**src/mbo_defs.vh**
```
`ifndef MBO_DEFS_VH
`define MBO_DEFS_VH

// filter path select encoding
`define MBO_PATH_BYPASS     2'h0

// gain code reserved value
`define MBO_GAIN_RSVD       3'h7
`define MBO_GAIN_W          7
`define MBO_GAIN_ONE        7'h01

// modulator clock phase counter (clk_sys / 4)
`define MBO_PH_SYNC         2'h3
`define MBO_PH_RISE         2'h2
`define MBO_PH_STEP         2'h1

// data valid delay after modulator clock rise, ns, and the clock period
`define MBO_T_MCD_NS        100
`define MBO_T_CLK_NS        10
`define MBO_MCD_CYC         (`MBO_T_MCD_NS / `MBO_T_CLK_NS)

// recovery and stability figures
`define MBO_LIN_READS       31
`define MBO_SETTLE_READS    62
`define MBO_SAT_EXIT_MOD    12
`define MBO_SYNC_STABLE_MOD 16
`define MBO_SAT_RUN         16

`define MBO_CNT_W           7
`define MBO_CNT_ONE         7'h01
`define MBO_CNT_ZERO        7'h00

// recovery tracker states
`define MBO_RS_IDLE         4'h1
`define MBO_RS_SAT          4'h2
`define MBO_RS_SETTLE       4'h4
`define MBO_RS_DONE         4'h8

`endif

```
**src/mbo_density.v**
```verilog
`timescale 1ns/1ps
`include "mbo_defs.vh"

module mbo_density #(
	parameter WIN_LOG2 = 6
) (
	input  wire                clk_sys,
	input  wire                rst_n,
	input  wire                tick,
	input  wire                bit_in,
	output reg  [WIN_LOG2:0]   density_q,
	output reg                 done_q
);

	reg  [WIN_LOG2-1:0] pos_q;
	reg  [WIN_LOG2:0]   ones_q;
	wire [WIN_LOG2:0]   ones_d;
	wire                last;

	assign ones_d = ones_q + {{WIN_LOG2{1'b0}}, bit_in};
	assign last   = &pos_q;

	// ones count per window of 2**WIN_LOG2 samples, full scale near 90%
	always @(posedge clk_sys) begin
		if (!rst_n) begin
			pos_q     <= {WIN_LOG2{1'b0}};
			ones_q    <= {(WIN_LOG2+1){1'b0}};
			density_q <= {(WIN_LOG2+1){1'b0}};
			done_q    <= 1'b0;
		end else begin
			done_q <= 1'b0;
			if (tick) begin
				pos_q <= pos_q + {{(WIN_LOG2-1){1'b0}}, 1'b1};
				if (last) begin
					density_q <= ones_d; // RULE12
					ones_q    <= {(WIN_LOG2+1){1'b0}};
					done_q    <= 1'b1;
				end else begin
					ones_q <= ones_d;
				end
			end
		end
	end

endmodule

```
**src/mbo_modout.v**
```verilog
`timescale 1ns/1ps
`include "mbo_defs.vh"

// Summary of operation
// RULE1: gain codes 000..110 select 1 to 64
// RULE2: outside logic merges both bitstreams by formula
// RULE3: modulator output mode powers down filter
// RULE4: flag high while input exceeds full scale
// RULE5: flag sampled at half modulator rate
// RULE6: path select 00 makes pins outputs
// RULE7: otherwise pins are inputs, tied outside
// RULE8: modulator clock is master clock over four
// RULE9: sync captured on clock edge, resets phase
// RULE10: first rise three or five clocks after
// RULE11: two parallel bits per modulator clock
// RULE12: first stage ones density tracks input
// RULE13: overdrive recovery: 31 then 62 readings
// RULE14: saturation exit 12 cycles, then 62 conversions
// RULE15: data update after each modulator clock rise
// RULE16: stable bitstream within 16 modulator periods
// RULE17: flag drops at first clean half-rate sample
module mbo_modout #(
	parameter DENS_LOG2 = 6
) (
	input  wire                   clk_sys,
	input  wire                   rst_n,
	input  wire [2:0]             gain_select,
	input  wire [1:0]             filter_path_select,
	input  wire                   sync_in,
	input  wire                   overrange_cmp,
	input  wire                   first_stage_bit,
	input  wire                   second_stage_bit,
	input  wire                   conv_strobe,
	input  wire                   mclk_i,
	input  wire                   first_stage_i,
	input  wire                   second_stage_i,
	output reg                    mclk_o,
	output reg                    mclk_oe,
	output reg                    first_stage_o,
	output reg                    first_stage_oe,
	output reg                    second_stage_o,
	output reg                    second_stage_oe,
	output reg  [`MBO_GAIN_W-1:0] gain_value_q,
	output reg                    filter_enable_q,
	output reg                    overrange_flag,
	output reg                    stream_stable_q,
	output reg                    modulator_saturated_q,
	output reg                    sat_exit_late_q,
	output reg                    output_linear_q,
	output reg                    output_settled_q,
	output reg  [DENS_LOG2:0]     ones_density_q,
	output reg  [2:0]             pin_level_q
);

	localparam ST_IDLE   = `MBO_RS_IDLE;
	localparam ST_SAT    = `MBO_RS_SAT;
	localparam ST_SETTLE = `MBO_RS_SETTLE;
	localparam ST_DONE   = `MBO_RS_DONE;

	// two-flop synchronisers for every pin-side input
	// nothing but the second flop ever reads the first
	reg  [4:0] meta_q;
	reg  [4:0] sync_q;
	wire [4:0] raw_in;

	assign raw_in = {second_stage_i, first_stage_i, mclk_i, overrange_cmp, sync_in};

	always @(posedge clk_sys) begin
		if (!rst_n) begin
			meta_q <= 5'h00;
			sync_q <= 5'h00;
		end else begin
			meta_q <= raw_in;
			sync_q <= meta_q;
		end
	end

	wire sync_lvl = sync_q[0];
	wire ovr_lvl  = sync_q[1];
	wire [2:0] pin_lvl = sync_q[4:2];
	reg  sync_prev_q;
	wire sync_evt;

	assign sync_evt = sync_lvl & ~sync_prev_q;

	wire mod_mode = (filter_path_select == `MBO_PATH_BYPASS);

	// modulator clock divider; rises when the phase reaches two
	// tick_q marks the rise cycle; data and counters step one edge later
	reg  [1:0] phase_q;
	wire [1:0] phase_d;
	reg        tick_q;
	reg        half_q;

	assign phase_d = sync_evt ? `MBO_PH_SYNC : phase_q + `MBO_PH_STEP;

	always @(posedge clk_sys) begin
		if (!rst_n) begin
			sync_prev_q <= 1'b0;
			// reset enters the sync phase, so reset and sync give the same first rise
			phase_q     <= `MBO_PH_SYNC;
			tick_q      <= 1'b0;
			half_q      <= 1'b0;
			mclk_o      <= 1'b0;
		end else begin
			sync_prev_q <= sync_lvl;
			phase_q     <= phase_d; // RULE9
			// sync sets phase three, so rise comes three edges later
			mclk_o      <= phase_d[1] & ~sync_evt; // RULE8 RULE10
			tick_q      <= (phase_d == `MBO_PH_RISE); // RULE8
			if (sync_evt)
				half_q <= 1'b0;
			else if (tick_q)
				half_q <= ~half_q;
		end
	end

	// pin direction and filter power follow the path select
	// one cycle of lag: the pins turn together with the filter power
	always @(posedge clk_sys) begin
		if (!rst_n) begin
			mclk_oe         <= 1'b0;
			first_stage_oe  <= 1'b0;
			second_stage_oe <= 1'b0;
			filter_enable_q <= 1'b1;
			pin_level_q     <= 3'h0;
		end else begin
			mclk_oe         <= mod_mode; // RULE6 RULE7
			first_stage_oe  <= mod_mode; // RULE6 RULE7
			second_stage_oe <= mod_mode; // RULE6 RULE7
			filter_enable_q <= ~mod_mode; // RULE3
			if (!mod_mode)
				pin_level_q <= pin_lvl; // RULE7
		end
	end

	// data change one clock after the modulator clock rise, inside 100 ns
	always @(posedge clk_sys) begin
		if (!rst_n) begin
			first_stage_o  <= 1'b0;
			second_stage_o <= 1'b0;
		end else if (tick_q) begin
			first_stage_o  <= first_stage_bit; // RULE11 RULE15
			second_stage_o <= second_stage_bit; // RULE11 RULE15
		end
	end

	// stream considered stable a fixed number of modulator periods after sync
	// every new sync restarts the count, so a burst of syncs keeps it low
	reg [`MBO_CNT_W-1:0] stab_cnt_q;

	always @(posedge clk_sys) begin
		if (!rst_n) begin
			stab_cnt_q      <= `MBO_CNT_ZERO;
			stream_stable_q <= 1'b0;
		end else if (sync_evt) begin
			stab_cnt_q      <= `MBO_CNT_ZERO;
			stream_stable_q <= 1'b0;
		end else if (tick_q && !stream_stable_q) begin
			stab_cnt_q <= stab_cnt_q + `MBO_CNT_ONE;
			if (stab_cnt_q == `MBO_SYNC_STABLE_MOD - 1)
				stream_stable_q <= 1'b1; // RULE16
		end
	end

	// gain decode; the reserved code keeps the previous gain
	// holding avoids a step to an undefined gain while the code is rewritten
	always @(posedge clk_sys) begin
		if (!rst_n)
			gain_value_q <= `MBO_GAIN_ONE;
		else if (gain_select != `MBO_GAIN_RSVD)
			gain_value_q <= `MBO_GAIN_ONE << gain_select; // RULE1
	end

	// over-range flag: comparator level sampled every second modulator tick
	// the comparator threshold itself (100% +-2.5%) lives in the analog front end
	// a flag pulse therefore lasts at least one half-rate period, eight clocks
	wire half_tick = tick_q & half_q;

	always @(posedge clk_sys) begin
		if (!rst_n)
			overrange_flag <= 1'b0;
		else if (half_tick)
			overrange_flag <= ovr_lvl; // RULE4 RULE5 RULE17
	end

	// saturation: first stage stuck at one level for a long run
	// limitation: a long run of equal bits near full scale also reads as saturated
	reg [`MBO_CNT_W-1:0] run_cnt_q;
	reg                  last_bit_q;
	wire                 sat_now;

	assign sat_now = (run_cnt_q >= `MBO_SAT_RUN);

	always @(posedge clk_sys) begin
		if (!rst_n) begin
			run_cnt_q             <= `MBO_CNT_ZERO;
			last_bit_q            <= 1'b0;
			modulator_saturated_q <= 1'b0;
		end else if (tick_q) begin
			last_bit_q <= first_stage_bit;
			if (first_stage_bit != last_bit_q)
				run_cnt_q <= `MBO_CNT_ZERO;
			else if (!sat_now)
				run_cnt_q <= run_cnt_q + `MBO_CNT_ONE;
			modulator_saturated_q <= sat_now; // RULE14
		end
	end

	// recovery tracker: counts modulator ticks out of saturation, then readings
	reg  [3:0]            rs_q;
	reg  [3:0]            rs_d;
	reg  [`MBO_CNT_W-1:0] rcnt_q;
	reg                   flag_prev_q;
	wire                  flag_fall;
	wire                  lin_ready;

	assign flag_fall = flag_prev_q & ~overrange_flag;

	always @* begin
		rs_d = rs_q;
		case (rs_q)
			ST_IDLE: begin
				if (flag_fall)
					rs_d = modulator_saturated_q ? ST_SAT : ST_SETTLE;
			end
			ST_SAT: begin
				if (!modulator_saturated_q)
					rs_d = ST_SETTLE;
			end
			ST_SETTLE: begin
				if (rcnt_q == `MBO_SETTLE_READS)
					rs_d = ST_DONE;
			end
			ST_DONE: begin
				if (overrange_flag)
					rs_d = ST_IDLE;
			end
			default: begin
				rs_d = ST_IDLE;
			end
		endcase
		// a new over-range always restarts the recovery
		if (overrange_flag && rs_q != ST_DONE)
			rs_d = ST_IDLE;
	end

	// the tick count left over from saturation must not pass for readings
	assign lin_ready = (rs_q == ST_SETTLE) && (rs_d == ST_SETTLE) && (rcnt_q >= `MBO_LIN_READS);

	// one counter serves both phases: ticks in saturation, readings after it
	always @(posedge clk_sys) begin
		if (!rst_n)
			rcnt_q <= `MBO_CNT_ZERO;
		else if (rs_d != rs_q)
			rcnt_q <= `MBO_CNT_ZERO;
		else if (rs_q == ST_SAT && tick_q)
			rcnt_q <= rcnt_q + `MBO_CNT_ONE;
		else if (rs_q == ST_SETTLE && conv_strobe && filter_enable_q)
			rcnt_q <= rcnt_q + `MBO_CNT_ONE; // RULE3
	end

	// tracker state, sticky late flag and per-cycle recovery status
	always @(posedge clk_sys) begin
		if (!rst_n) begin
			rs_q             <= ST_DONE;
			flag_prev_q      <= 1'b0;
			sat_exit_late_q  <= 1'b0;
			output_linear_q  <= 1'b1;
			output_settled_q <= 1'b1;
		end else begin
			flag_prev_q <= overrange_flag;
			rs_q        <= rs_d;
			// saturation must clear within 12 modulator cycles
			if (rs_q == ST_SAT && rcnt_q >= `MBO_SAT_EXIT_MOD)
				sat_exit_late_q <= 1'b1; // RULE14
			else if (rs_q == ST_IDLE)
				sat_exit_late_q <= 1'b0;
			output_linear_q  <= (rs_d == ST_DONE) || lin_ready; // RULE13
			output_settled_q <= (rs_d == ST_DONE); // RULE13 RULE14
		end
	end

	// ones density of the first-stage stream
	// limitation: the figure lags the input by up to one full window
	wire [DENS_LOG2:0] dens;
	wire               dens_done;

	mbo_density #(
		.WIN_LOG2 (DENS_LOG2)
	) u_dens (
		.clk_sys   (clk_sys),
		.rst_n     (rst_n),
		.tick      (tick_q),
		.bit_in    (first_stage_bit),
		.density_q (dens),
		.done_q    (dens_done)
	);

	always @(posedge clk_sys) begin
		if (!rst_n)
			ones_density_q <= {(DENS_LOG2+1){1'b0}};
		else if (dens_done)
			ones_density_q <= dens; // RULE12
	end

endmodule

```
**config.mk**
```make
export PLATFORM = sky130hd
export DESIGN_NAME = mbo_modout
export DESIGN_NICKNAME = d
export VERILOG_FILES = /design/src/mbo_density.v /design/src/mbo_modout.v
export VERILOG_INCLUDE_DIRS = /design/src
export SDC_FILE = /design/constraint.sdc
export NUM_CORES = 1
export LEC_CHECK = 0
export BUFFER_PORTS_ARGS = -buffer_cell sky130_fd_sc_hd__buf_2
export CORE_UTILIZATION = 54
export DETAILED_ROUTE_END_ITERATION = 6
export MAX_ROUTING_LAYER = met4
export PLACE_DENSITY = 0.71
export SLEW_MARGIN = 20
export SYNTH_ARGS = -nofsm -noshare
export SYNTH_HDL_FRONTEND = slang
export SYNTH_HIERARCHICAL = 1
export SYNTH_SLANG_ARGS = --single-unit
```
**constraint.sdc**
```tcl
create_clock -name clk_sys -period 4.1 [get_ports clk_sys]
set_input_delay 1.025 -clock clk_sys [delete_from_list [all_inputs] [get_ports clk_sys]]
set_output_delay 1.025 -clock clk_sys [all_outputs]
set_load 0.01 [all_outputs]
```
==> flow_summary.html, run 1 <==
<table>
<tr><th>Metric</th><th>Value</th></tr>
<tr><th colspan="2">Global routing</th></tr>
<tr><td>Number of global-route vias before repair</td><td>2681</td></tr>
<tr><td>Grt ovf</td><td>0</td></tr>
<tr><td>Initial antenna violation count</td><td>0</td></tr>
<tr><td>Total routing usage reported by global routing</td><td>20.0%</td></tr>
<tr><td>Largest net degree at the start of global routing</td><td>49</td></tr>
<tr><td>First-pass GRT wire length</td><td>11800 µm</td></tr>
<tr><th colspan="2">Synth</th></tr>
<tr><td>Synth Flop Type</td><td>sky130_fd_sc_hd__dfxtp_1</td></tr>
<tr><td>Total nets after synthesis</td><td>435</td></tr>
<tr><td>Syn. warnings</td><td>6</td></tr>
<tr><td>Syn Inst Count</td><td>411</td></tr>
<tr><td>Synth cell types</td><td>58</td></tr>
<tr><td>Number of flops mapped to enable cells by yosys</td><td>0</td></tr>
<tr><td>Flip-flop and latch count after synthesis</td><td>90</td></tr>
<tr><td>Portion of the post-synthesis area used by sequential elements</td><td>46.4%</td></tr>
<tr><td>Share of synthesized registers carrying an async set or reset</td><td>0%</td></tr>
<tr><td>Syn avg cell area</td><td>9.44 µm²</td></tr>
<tr><td>Cell area after synthesis</td><td>3880 µm²</td></tr>
<tr><th colspan="2">CTS</th></tr>
<tr><td>Number of hold buffers added after CTS</td><td>0</td></tr>
<tr><td>Insertion delay to the later sink of the worst-skew pair</td><td>340 ps</td></tr>
<tr><td>Maximum number of buffers from clock root to sink</td><td>2</td></tr>
<tr><td>Total clock buffers created by CTS</td><td>9</td></tr>
<tr><td>Post-cts gate resize count</td><td>0</td></tr>
<tr><td>Clock transition at path regs</td><td>80 ps</td></tr>
<tr><td>Number of post-CTS setup repair buffers</td><td>0</td></tr>
<tr><td>Clock sinks</td><td>90</td></tr>
<tr><td>H-tree levels</td><td>3</td></tr>
<tr><td>Master cell of the clock root buffer</td><td>sky130_fd_sc_hd__clkbuf_8</td></tr>
<tr><td>CTS tree</td><td>yes</td></tr>
<tr><th colspan="2">Finish</th></tr>
<tr><td>Most common library cell in the layout ignoring fill and taps</td><td>sky130_fd_sc_hd__dfxtp_1</td></tr>
<tr><td>Layout-stage area growth over the synthesis result</td><td>11.0%</td></tr>
<tr><td>Diodes inserted</td><td>0</td></tr>
<tr><td>Most used cells in the layout excluding fill and tap cells</td><td>sky130_fd_sc_hd__dfxtp_1 (90), sky130_fd_sc_hd__buf_2 (44), sky130_fd_sc_hd__nor2_1 (31), sky130_fd_sc_hd__nand2_1 (26), sky130_fd_sc_hd__o21ai_0 (20)</td></tr>
<tr><td>Layout cell share with drive strength beyond 1</td><td>16.7%</td></tr>
<tr><td>Layout Nets</td><td>467</td></tr>
<tr><th colspan="2">Timing</th></tr>
<tr><td>Count of endpoints failing setup in the final report</td><td>0</td></tr>
<tr><td>Slew @ Worst Pin</td><td>695 ps</td></tr>
<tr><td>Setup slack after layout</td><td>1800 ps</td></tr>
<tr><td>Worst hold-check slack</td><td>431 ps</td></tr>
<tr><td>Fmax achieved</td><td>436 MHz</td></tr>
<tr><td>Count of pins over their slew limit</td><td>0</td></tr>
<tr><td>Post-layout minimum cycle time</td><td>2300 ps</td></tr>
<tr><td>Hold Violations, Final</td><td>0</td></tr>
<tr><td>Worst clock skew on the final layout</td><td>7.07 ps</td></tr>
<tr><td>Fin Setup TNS</td><td>0 ps</td></tr>
<tr><td>Unrepaired setup endpoints after global routing</td><td>no</td></tr>
<tr><td>Post-route fraction of the period consumed by the critical path</td><td>56.0%</td></tr>
<tr><td>Worst max-slew margin expressed relative to the limit</td><td>53.3%</td></tr>
<tr><th colspan="2">Drt</th></tr>
<tr><td>Remaining routing DRC violations</td><td>0</td></tr>
<tr><td>Wire length after detailed routing</td><td>6780 µm</td></tr>
<tr><td>Initial detailed-routing violation count</td><td>92</td></tr>
<tr><td>Via density per instance</td><td>5.33</td></tr>
<tr><td>Number of vias after detailed routing</td><td>2901</td></tr>
<tr><td>Detailed Routing Iterations Pass 1</td><td>4</td></tr>
<tr><td>WL per Instance</td><td>12.5 µm</td></tr>
<tr><td>Detail Route Antenna Nets</td><td>0</td></tr>
<tr><th colspan="2">Flow run</th></tr>
<tr><td>Total of max-cap violations</td><td>0</td></tr>
<tr><th colspan="2">Setup path</th></tr>
<tr><td>Startpoint of the most critical register-to-register path</td><td>rs_q[2]</td></tr>
<tr><td>Setup crit end kind</td><td>register</td></tr>
<tr><td>Worst path arrival time</td><td>2540 ps</td></tr>
<tr><td>List of cells traversed by the critical path</td><td>buf_2 -&gt; clkinv_1 -&gt; a311oi_1</td></tr>
<tr><td>RR Endpoint</td><td>rcnt_q[4]</td></tr>
<tr><td>Slowest cell on crit path</td><td>sky130_fd_sc_hd__clkinv_1</td></tr>
<tr><td>Launching element type of the critical path</td><td>input pin</td></tr>
<tr><td>Crit path largest cell delay</td><td>620 ps</td></tr>
<tr><td>Setup CP Type</td><td>in2reg</td></tr>
<tr><td>Largest driver fanout on the critical path</td><td>48</td></tr>
<tr><td>Req. time, crit path</td><td>4350 ps</td></tr>
<tr><td>Register-to-register path setup slack</td><td>1900 ps</td></tr>
<tr><td>Worst Reg2Reg Path Length in Cells</td><td>5</td></tr>
<tr><th colspan="2">Power</th></tr>
<tr><td>Total Power Consumption</td><td>1.61 mW</td></tr>
<tr><td>Lkg Pwr</td><td>1.60 nW</td></tr>
<tr><td>Worst vdd ir</td><td>0.259 mV</td></tr>
<tr><td>P per Cell Area</td><td>374 nW/µm²</td></tr>
<tr><th colspan="2">Floorplan</th></tr>
<tr><td>Total core area</td><td>6870 µm²</td></tr>
<tr><td>Chip Width</td><td>86.8 µm</td></tr>
<tr><td>Starting density of the core</td><td>56.5%</td></tr>
<tr><td>Number of placement rows</td><td>30</td></tr>
<tr><td>Die Y</td><td>86.8 µm</td></tr>
<tr><td>Top-level port count</td><td>45</td></tr>
<tr><td>Die footprint</td><td>7530 µm²</td></tr>
<tr><th colspan="2">Hold path</th></tr>
<tr><td>Number of cells on the worst hold path</td><td>1</td></tr>
<tr><td>Worst Hold Path EP</td><td>phase_q[0]</td></tr>
<tr><td>Origin of the worst min-delay path</td><td>phase_q[0]</td></tr>
<tr><td>Worst Hold Class</td><td>reg2reg</td></tr>
<tr><th colspan="2">Place</th></tr>
<tr><td>Post-place setup slack</td><td>1430 ps</td></tr>
<tr><td>Estimated wirelength of the detail-placed design</td><td>4660 µm</td></tr>
<tr><td>Placer Congestion</td><td>0.798</td></tr>
<tr><td>PortBufs</td><td>44</td></tr>
<tr><th colspan="2">Run status</th></tr>
<tr><td>Result of the run</td><td>completed</td></tr>
</table>
==> Yosys cell counts (2+ instances only) <==
master | number | area (µm²)
sky130_fd_sc_hd__nand2_1 | 26 | 97.6
sky130_fd_sc_hd__o21ai_0 | 21 | 105
sky130_fd_sc_hd__buf_4 | 3 | 22.5
sky130_fd_sc_hd__o211ai_1 | 6 | 45.0
sky130_fd_sc_hd__mux2i_1 | 12 | 120
sky130_fd_sc_hd__a21boi_0 | 6 | 45.0
sky130_fd_sc_hd__nor2b_1 | 13 | 81.3
sky130_fd_sc_hd__a31oi_1 | 5 | 31.3
sky130_fd_sc_hd__a311o_1 | 2 | 20.0
sky130_fd_sc_hd__a211oi_1 | 3 | 22.5
sky130_fd_sc_hd__ha_1 | 9 | 113
sky130_fd_sc_hd__buf_1 | 2 | 7.51
sky130_fd_sc_hd__nand2b_1 | 5 | 31.3
sky130_fd_sc_hd__o21ai_1 | 3 | 15.0
sky130_fd_sc_hd__nand3_1 | 19 | 95.1
sky130_fd_sc_hd__and4_1 | 4 | 35.0
sky130_fd_sc_hd__clkbuf_1 | 10 | 37.5
sky130_fd_sc_hd__or3_2 | 2 | 15.0
sky130_fd_sc_hd__nand4_1 | 5 | 31.3
sky130_fd_sc_hd__o311ai_0 | 2 | 17.5
sky130_fd_sc_hd__dfxtp_1 | 90 | 1800
sky130_fd_sc_hd__nand3b_1 | 2 | 15.0
sky130_fd_sc_hd__xnor2_1 | 16 | 140
sky130_fd_sc_hd__buf_2 | 8 | 40.0
sky130_fd_sc_hd__nor3_2 | 3 | 30.0
sky130_fd_sc_hd__o21a_1 | 2 | 15.0
sky130_fd_sc_hd__and2_1 | 15 | 93.8
sky130_fd_sc_hd__nor2_1 | 31 | 116
sky130_fd_sc_hd__inv_1 | 12 | 45.0
sky130_fd_sc_hd__and3_1 | 4 | 25.0
sky130_fd_sc_hd__nor4b_1 | 2 | 17.5
sky130_fd_sc_hd__xor2_1 | 12 | 105
sky130_fd_sc_hd__o31ai_1 | 2 | 15.0
sky130_fd_sc_hd__a21oi_1 | 17 | 85.1
sky130_fd_sc_hd__nor3_1 | 13 | 65.1
sky130_fd_sc_hd__or3_1 | 2 | 12.5
==> power by group <==
group          internal [mW]  switching, mW  total (mW)
Clock                  0.299          0.291       0.590
Combinational         0.0441         0.0584       0.102
Sequential             0.897         0.0216       0.918
Total                   1.24          0.371        1.61
==> flip-flops by register name, indices dropped and copies added, names as in the netlist, 3 cells and up <==
register          count
gain_value_q          7
ones_density_q        7
rcnt_q                7
run_cnt_q             7
stab_cnt_q            7
u_dens/density_q      7
u_dens/ones_q         7
u_dens/pos_q          6
meta_q                5
sync_q                5
rs_q                  4
pin_level_q           3
==> how the worst max path moves through the flow <==
stage	start	end	slack, ps	depth (start not counted)
2_1_floorplan	first_stage_bit	u_dens/ones_q[6]	1970	5
3_3_place_gp	rst_n	u_dens/density_q[6]	1490	3
4_1_cts	rst_n	u_dens/density_q[6]	1780	3
5_1_grt	rst_n	u_dens/density_q[6]	1560	3
6_report	rst_n	u_dens/density_q[6]	1800	3
3_5_place_dp	rst_n	u_dens/density_q[6]	1430	3
==> cell families (layout without fill, tap and decap cells) <==
family	count (synthesis)	in the layout	synth area share (%)
buf+inv	37	74	4.32
xor+xnor	29	29	7.03
simple gates	152	152	21.6
compound gates	81	81	14.3
mux	13	13	3.39
fa+ha+maj	9	9	2.90
flops	90	90	46.4
==> critical path: cells and delay by family <==
kind	cells	cell delay [ps]
AO/OA/AOI/OAI	1	350
buffers and inverters	2	1150
==> layout make-up <==
type / count / area [µm²]
Clock inverter: 4 / 51.3
Sequential cell: 90 / 1800
Clock buffer: 12 / 145
Fill cell: 600 / 2560
Inverter: 13 / 48.8
Multi-Input combinational cell: 284 / 1910
Timing Repair Buffer: 45 / 228
Tap cell: 96 / 120
==> routing by layer <==
layer  track usage [%]  part of all wire, %  up-vias
met5                 -                    0        -
met4              7.27                  1.0        0
met3              3.52                  3.1        8
met2              31.5                   45       48
met1              25.9                   51     1347
li1                  -                    -     1498
==> through the flow <==
step           std cells  utilization (%)  instance area, µm²
2_1_floorplan        411                -                3880
3_3_place_gp         528             59.8                4110
3_5_place_dp         528             59.8                4110
4_1_cts              544             62.7                4310
5_1_grt              544             62.7                4310
6_report             544             62.7                4310
(Power assumes the default switching activity.)
==> inputs of run 2 (changes only) <==
--- a/config.mk
+++ b/config.mk
@@ -6,8 +6,9 @@
 export SDC_FILE = /design/constraint.sdc
 export NUM_CORES = 1
 export LEC_CHECK = 0
+export ABC_AREA = 1
 export BUFFER_PORTS_ARGS = -buffer_cell sky130_fd_sc_hd__buf_2
-export CORE_UTILIZATION = 54
+export CORE_UTILIZATION = 52
 export DETAILED_ROUTE_END_ITERATION = 6
 export MAX_ROUTING_LAYER = met4
 export PLACE_DENSITY = 0.71
==> constraint.sdc (replaced) <==
create_clock -name clk_sys -period 1.9 [get_ports clk_sys]
set_input_delay 0.475 -clock clk_sys [delete_from_list [all_inputs] [get_ports clk_sys]]
set_output_delay 0.475 -clock clk_sys [all_outputs]
set_load 0.01 [all_outputs]
==> run 2 against run 1 <==
  * Sequential share of layout area is 0.085 points higher
  * Clock skew is 3.1 ps higher
  * Highest routed layer unchanged
  * Largest power group unchanged
  * Cell count is 19% higher
  * Global-route usage is 0.47 points higher
  * Via count is 7.4% higher
==> flow_summary.html, run 2 <==
<table>
<tr><th>Metric</th><th>Value</th></tr>
<tr><th colspan="2">Run status</th></tr>
<tr><td>Result of the run</td><td>completed</td></tr>
<tr><th colspan="2">Global routing</th></tr>
<tr><td>Number of global-route vias before repair</td><td>2841</td></tr>
<tr><td>Total routing usage reported by global routing</td><td>20.5%</td></tr>
<tr><td>Largest net degree at the start of global routing</td><td>29</td></tr>
<tr><td>First-pass GRT wire length</td><td>11800 µm</td></tr>
<tr><td>Grt ovf</td><td>0</td></tr>
<tr><td>Initial antenna violation count</td><td>0</td></tr>
<tr><th colspan="2">Setup path</th></tr>
<tr><td>Worst path arrival time</td><td>1860 ps</td></tr>
<tr><td>Setup crit end kind</td><td>register</td></tr>
<tr><td>Buffers &amp; Inverters on Critical Path</td><td>2</td></tr>
<tr><td>Slowest cell on crit path</td><td>sky130_fd_sc_hd__dfxtp_1</td></tr>
<tr><td>Crit path largest cell delay</td><td>410 ps</td></tr>
<tr><td>CP dominant cell by count</td><td>sky130_fd_sc_hd__nand2_1</td></tr>
<tr><td>Req. time, crit path</td><td>2200 ps</td></tr>
<tr><td>Kind of cell adding the most delay to the critical path</td><td>simple AND/OR/NAND/NOR gates</td></tr>
<tr><td>Largest driver fanout on the critical path</td><td>7</td></tr>
<tr><td>Launching element type of the critical path</td><td>register</td></tr>
<tr><td>List of cells traversed by the critical path</td><td>inv_1 -&gt; ha_1 -&gt; inv_1 -&gt; nor2_1 -&gt; nand2_1 -&gt; nand2_1 -&gt; nand3_2 -&gt; nand2_2 -&gt; nand2_1 -&gt; nand2_1 -&gt; nor2_4 -&gt; nand2_4 -&gt; nor2_2</td></tr>
<tr><td>Setup CP Type</td><td>reg2reg</td></tr>
<tr><th colspan="2">CTS</th></tr>
<tr><td>CTS tree</td><td>yes</td></tr>
<tr><td>Clock sinks</td><td>90</td></tr>
<tr><td>H-tree levels</td><td>3</td></tr>
<tr><td>Insertion delay to the later sink of the worst-skew pair</td><td>350 ps</td></tr>
<tr><td>Number of post-CTS setup repair buffers</td><td>0</td></tr>
<tr><td>Total clock buffers created by CTS</td><td>9</td></tr>
<tr><td>Master cell of the clock root buffer</td><td>sky130_fd_sc_hd__clkbuf_8</td></tr>
<tr><td>Clock transition at path regs</td><td>90 ps</td></tr>
<tr><td>Maximum number of buffers from clock root to sink</td><td>2</td></tr>
<tr><td>Post-cts gate resize count</td><td>0</td></tr>
<tr><td>Number of hold buffers added after CTS</td><td>0</td></tr>
<tr><th colspan="2">Finish</th></tr>
<tr><td>Most common library cell in the layout ignoring fill and taps</td><td>sky130_fd_sc_hd__nand2_1</td></tr>
<tr><td>Layout cell share with drive strength beyond 1</td><td>19.2%</td></tr>
<tr><td>Utilization of the core after routing</td><td>62.2%</td></tr>
<tr><td>Diodes inserted</td><td>0</td></tr>
<tr><td>Layout Nets</td><td>572</td></tr>
<tr><td>Layout-stage area growth over the synthesis result</td><td>14.2%</td></tr>
<tr><td>Most used cells in the layout excluding fill and tap cells</td><td>sky130_fd_sc_hd__nand2_1 (108), sky130_fd_sc_hd__dfxtp_1 (90), sky130_fd_sc_hd__nor2_1 (68), sky130_fd_sc_hd__inv_1 (61), sky130_fd_sc_hd__buf_2 (44)</td></tr>
<tr><td>Final cell area excluding filler cells</td><td>4300 µm²</td></tr>
<tr><td>Non-filler cells, final</td><td>649</td></tr>
<tr><th colspan="2">Synth</th></tr>
<tr><td>Fraction of post-synthesis cell area in the top cell type by area</td><td>47.9%</td></tr>
<tr><td>Synth cell types</td><td>31</td></tr>
<tr><td>Area fraction in compound gates after synthesis</td><td>8.87%</td></tr>
<tr><td>Cell area after synthesis</td><td>3760 µm²</td></tr>
<tr><td>Share of synthesized registers carrying an async set or reset</td><td>0%</td></tr>
<tr><td>Parity-gate share of the synthesized area counting xor and xnor cells</td><td>3.02%</td></tr>
<tr><td>Combinational family with the most area after synthesis</td><td>simple AND/OR/NAND/NOR gates</td></tr>
<tr><td>Ranking of synthesized cells by instance count</td><td>sky130_fd_sc_hd__nand2_1 (108), sky130_fd_sc_hd__dfxtp_1 (90), sky130_fd_sc_hd__nor2_1 (68)</td></tr>
<tr><td>Simple-gate portion of the synthesized area</td><td>29.0%</td></tr>
<tr><td>Top cells by area, synth</td><td>sky130_fd_sc_hd__dfxtp_1 (48%), sky130_fd_sc_hd__nand2_1 (11%), sky130_fd_sc_hd__nor2_1 (6.8%)</td></tr>
<tr><td>Flip-flop and latch count after synthesis</td><td>90</td></tr>
<tr><td>Syn avg cell area</td><td>7.59 µm²</td></tr>
<tr><td>Portion of netlist area occupied by mux cells</td><td>0%</td></tr>
<tr><td>Portion of the post-synthesis area used by sequential elements</td><td>47.9%</td></tr>
<tr><td>Post-Synth Adder-Cell Area</td><td>2.99%</td></tr>
<tr><td>Syn Inst Count</td><td>496</td></tr>
<tr><td>Syn. warnings</td><td>6</td></tr>
<tr><td>Total nets after synthesis</td><td>520</td></tr>
<tr><td>Top cell type by total area after synthesis</td><td>sky130_fd_sc_hd__dfxtp_1</td></tr>
<tr><td>Synth Flop Type</td><td>sky130_fd_sc_hd__dfxtp_1</td></tr>
<tr><td>Library cell with the highest instance count after synthesis</td><td>sky130_fd_sc_hd__nand2_1</td></tr>
<tr><td>Number of flops mapped to enable cells by yosys</td><td>0</td></tr>
<tr><th colspan="2">Drt</th></tr>
<tr><td>Routed met3 length</td><td>217 µm</td></tr>
<tr><td>Post-route met1 wirelength</td><td>3370 µm</td></tr>
<tr><td>Met2 layer wire length in the routed design</td><td>3360 µm</td></tr>
<tr><td>WL per Instance</td><td>10.9 µm</td></tr>
<tr><td>Detail Route Antenna Nets</td><td>0</td></tr>
<tr><td>Top layer used by detailed routing</td><td>met4</td></tr>
<tr><td>Wire length after detailed routing</td><td>7050 µm</td></tr>
<tr><td>Number of vias after detailed routing</td><td>3115</td></tr>
<tr><td>Detailed Routing Iterations Pass 1</td><td>4</td></tr>
<tr><td>Remaining routing DRC violations</td><td>0</td></tr>
<tr><td>Initial detailed-routing violation count</td><td>126</td></tr>
<tr><td>Via density per instance</td><td>4.80</td></tr>
<tr><th colspan="2">Place</th></tr>
<tr><td>PortBufs</td><td>44</td></tr>
<tr><td>Dpl cells</td><td>633</td></tr>
<tr><td>Post-place setup slack</td><td>272 ps</td></tr>
<tr><td>Estimated wirelength of the detail-placed design</td><td>5150 µm</td></tr>
<tr><td>Placed cell area</td><td>4110 µm²</td></tr>
<tr><td>Placer Congestion</td><td>0.918</td></tr>
<tr><th colspan="2">Power</th></tr>
<tr><td>Worst vdd ir</td><td>0.433 mV</td></tr>
<tr><td>Lkg Pwr</td><td>2.01 nW</td></tr>
<tr><td>P per Cell Area</td><td>828 nW/µm²</td></tr>
<tr><td>Total Power Consumption</td><td>3.56 mW</td></tr>
<tr><th colspan="2">Timing</th></tr>
<tr><td>Slew @ Worst Pin</td><td>451 ps</td></tr>
<tr><td>Count of pins over their slew limit</td><td>0</td></tr>
<tr><td>Post-route fraction of the period consumed by the critical path</td><td>82.5%</td></tr>
<tr><td>Fin Setup TNS</td><td>0 ps</td></tr>
<tr><td>Worst max-slew margin expressed relative to the limit</td><td>69.9%</td></tr>
<tr><td>Fmax achieved</td><td>638 MHz</td></tr>
<tr><td>Post-layout minimum cycle time</td><td>1570 ps</td></tr>
<tr><td>Count of endpoints failing setup in the final report</td><td>0</td></tr>
<tr><td>Unrepaired setup endpoints after global routing</td><td>no</td></tr>
<tr><td>Hold Violations, Final</td><td>0</td></tr>
<tr><td>Worst clock skew on the final layout</td><td>10.2 ps</td></tr>
<tr><td>Setup slack after layout</td><td>333 ps</td></tr>
<tr><td>Worst hold-check slack</td><td>302 ps</td></tr>
<tr><th colspan="2">Floorplan</th></tr>
<tr><td>Starting density of the core</td><td>54.5%</td></tr>
<tr><td>Top-level port count</td><td>45</td></tr>
<tr><td>Chip Width</td><td>87.1 µm</td></tr>
<tr><td>Die footprint</td><td>7580 µm²</td></tr>
<tr><td>Total core area</td><td>6910 µm²</td></tr>
<tr><td>Number of placement rows</td><td>30</td></tr>
<tr><td>Die Y</td><td>87.1 µm</td></tr>
<tr><th colspan="2">Flow run</th></tr>
<tr><td>Total of max-cap violations</td><td>0</td></tr>
<tr><th colspan="2">Hold path</th></tr>
<tr><td>Worst Hold Class</td><td>in2reg</td></tr>
</table>
## run 2: where the power goes
group          total [mW]  switching (mW)  internal, mW
logic               0.325           0.212         0.113
clock network        1.26           0.659         0.606
registers            1.97          0.0300          1.94
total                3.56           0.901          2.66
## run 2: logic make-up after synthesis
family,after synthesis
fa+ha+maj,9
compound gates,63
xor+xnor,13
buf+inv,79
flops,90
simple gates,242
## run 2: area by class of cell
class	instances	area [µm²]
repair buffers	50	265
clock buffers	9	124
fillers	694	2610
well taps	96	120
multi-input cells	327	1650
inverters	70	265
clock inverters	7	67.6
flip-flops and latches	90	1800
## run 2: routing by layer
layer | global-route usage [%] | vias up
met5 | - | -
met4 | 7.90 | 0
met3 | 3.51 | 8
met2 | 34.2 | 52
met1 | 24.9 | 1409
li1 | - | 1646
## run 2: path summary, 6_finish.rpt
check             startpoint        end  slack (ps)  depth (start not counted)
hold reg to reg    meta_q[3]  sync_q[3]         420                          2
hold / removal        mclk_i  meta_q[2]         300                          3
setup reg to reg   rcnt_q[0]  rcnt_q[4]         330                         13
setup / recovery   rcnt_q[0]  rcnt_q[4]         330                         13
## run 2: worst min-delay path, cell delays in order
cell                      delay [ps]
sky130_fd_sc_hd__buf_2            80
sky130_fd_sc_hd__nand2_1          40
sky130_fd_sc_hd__inv_1            40
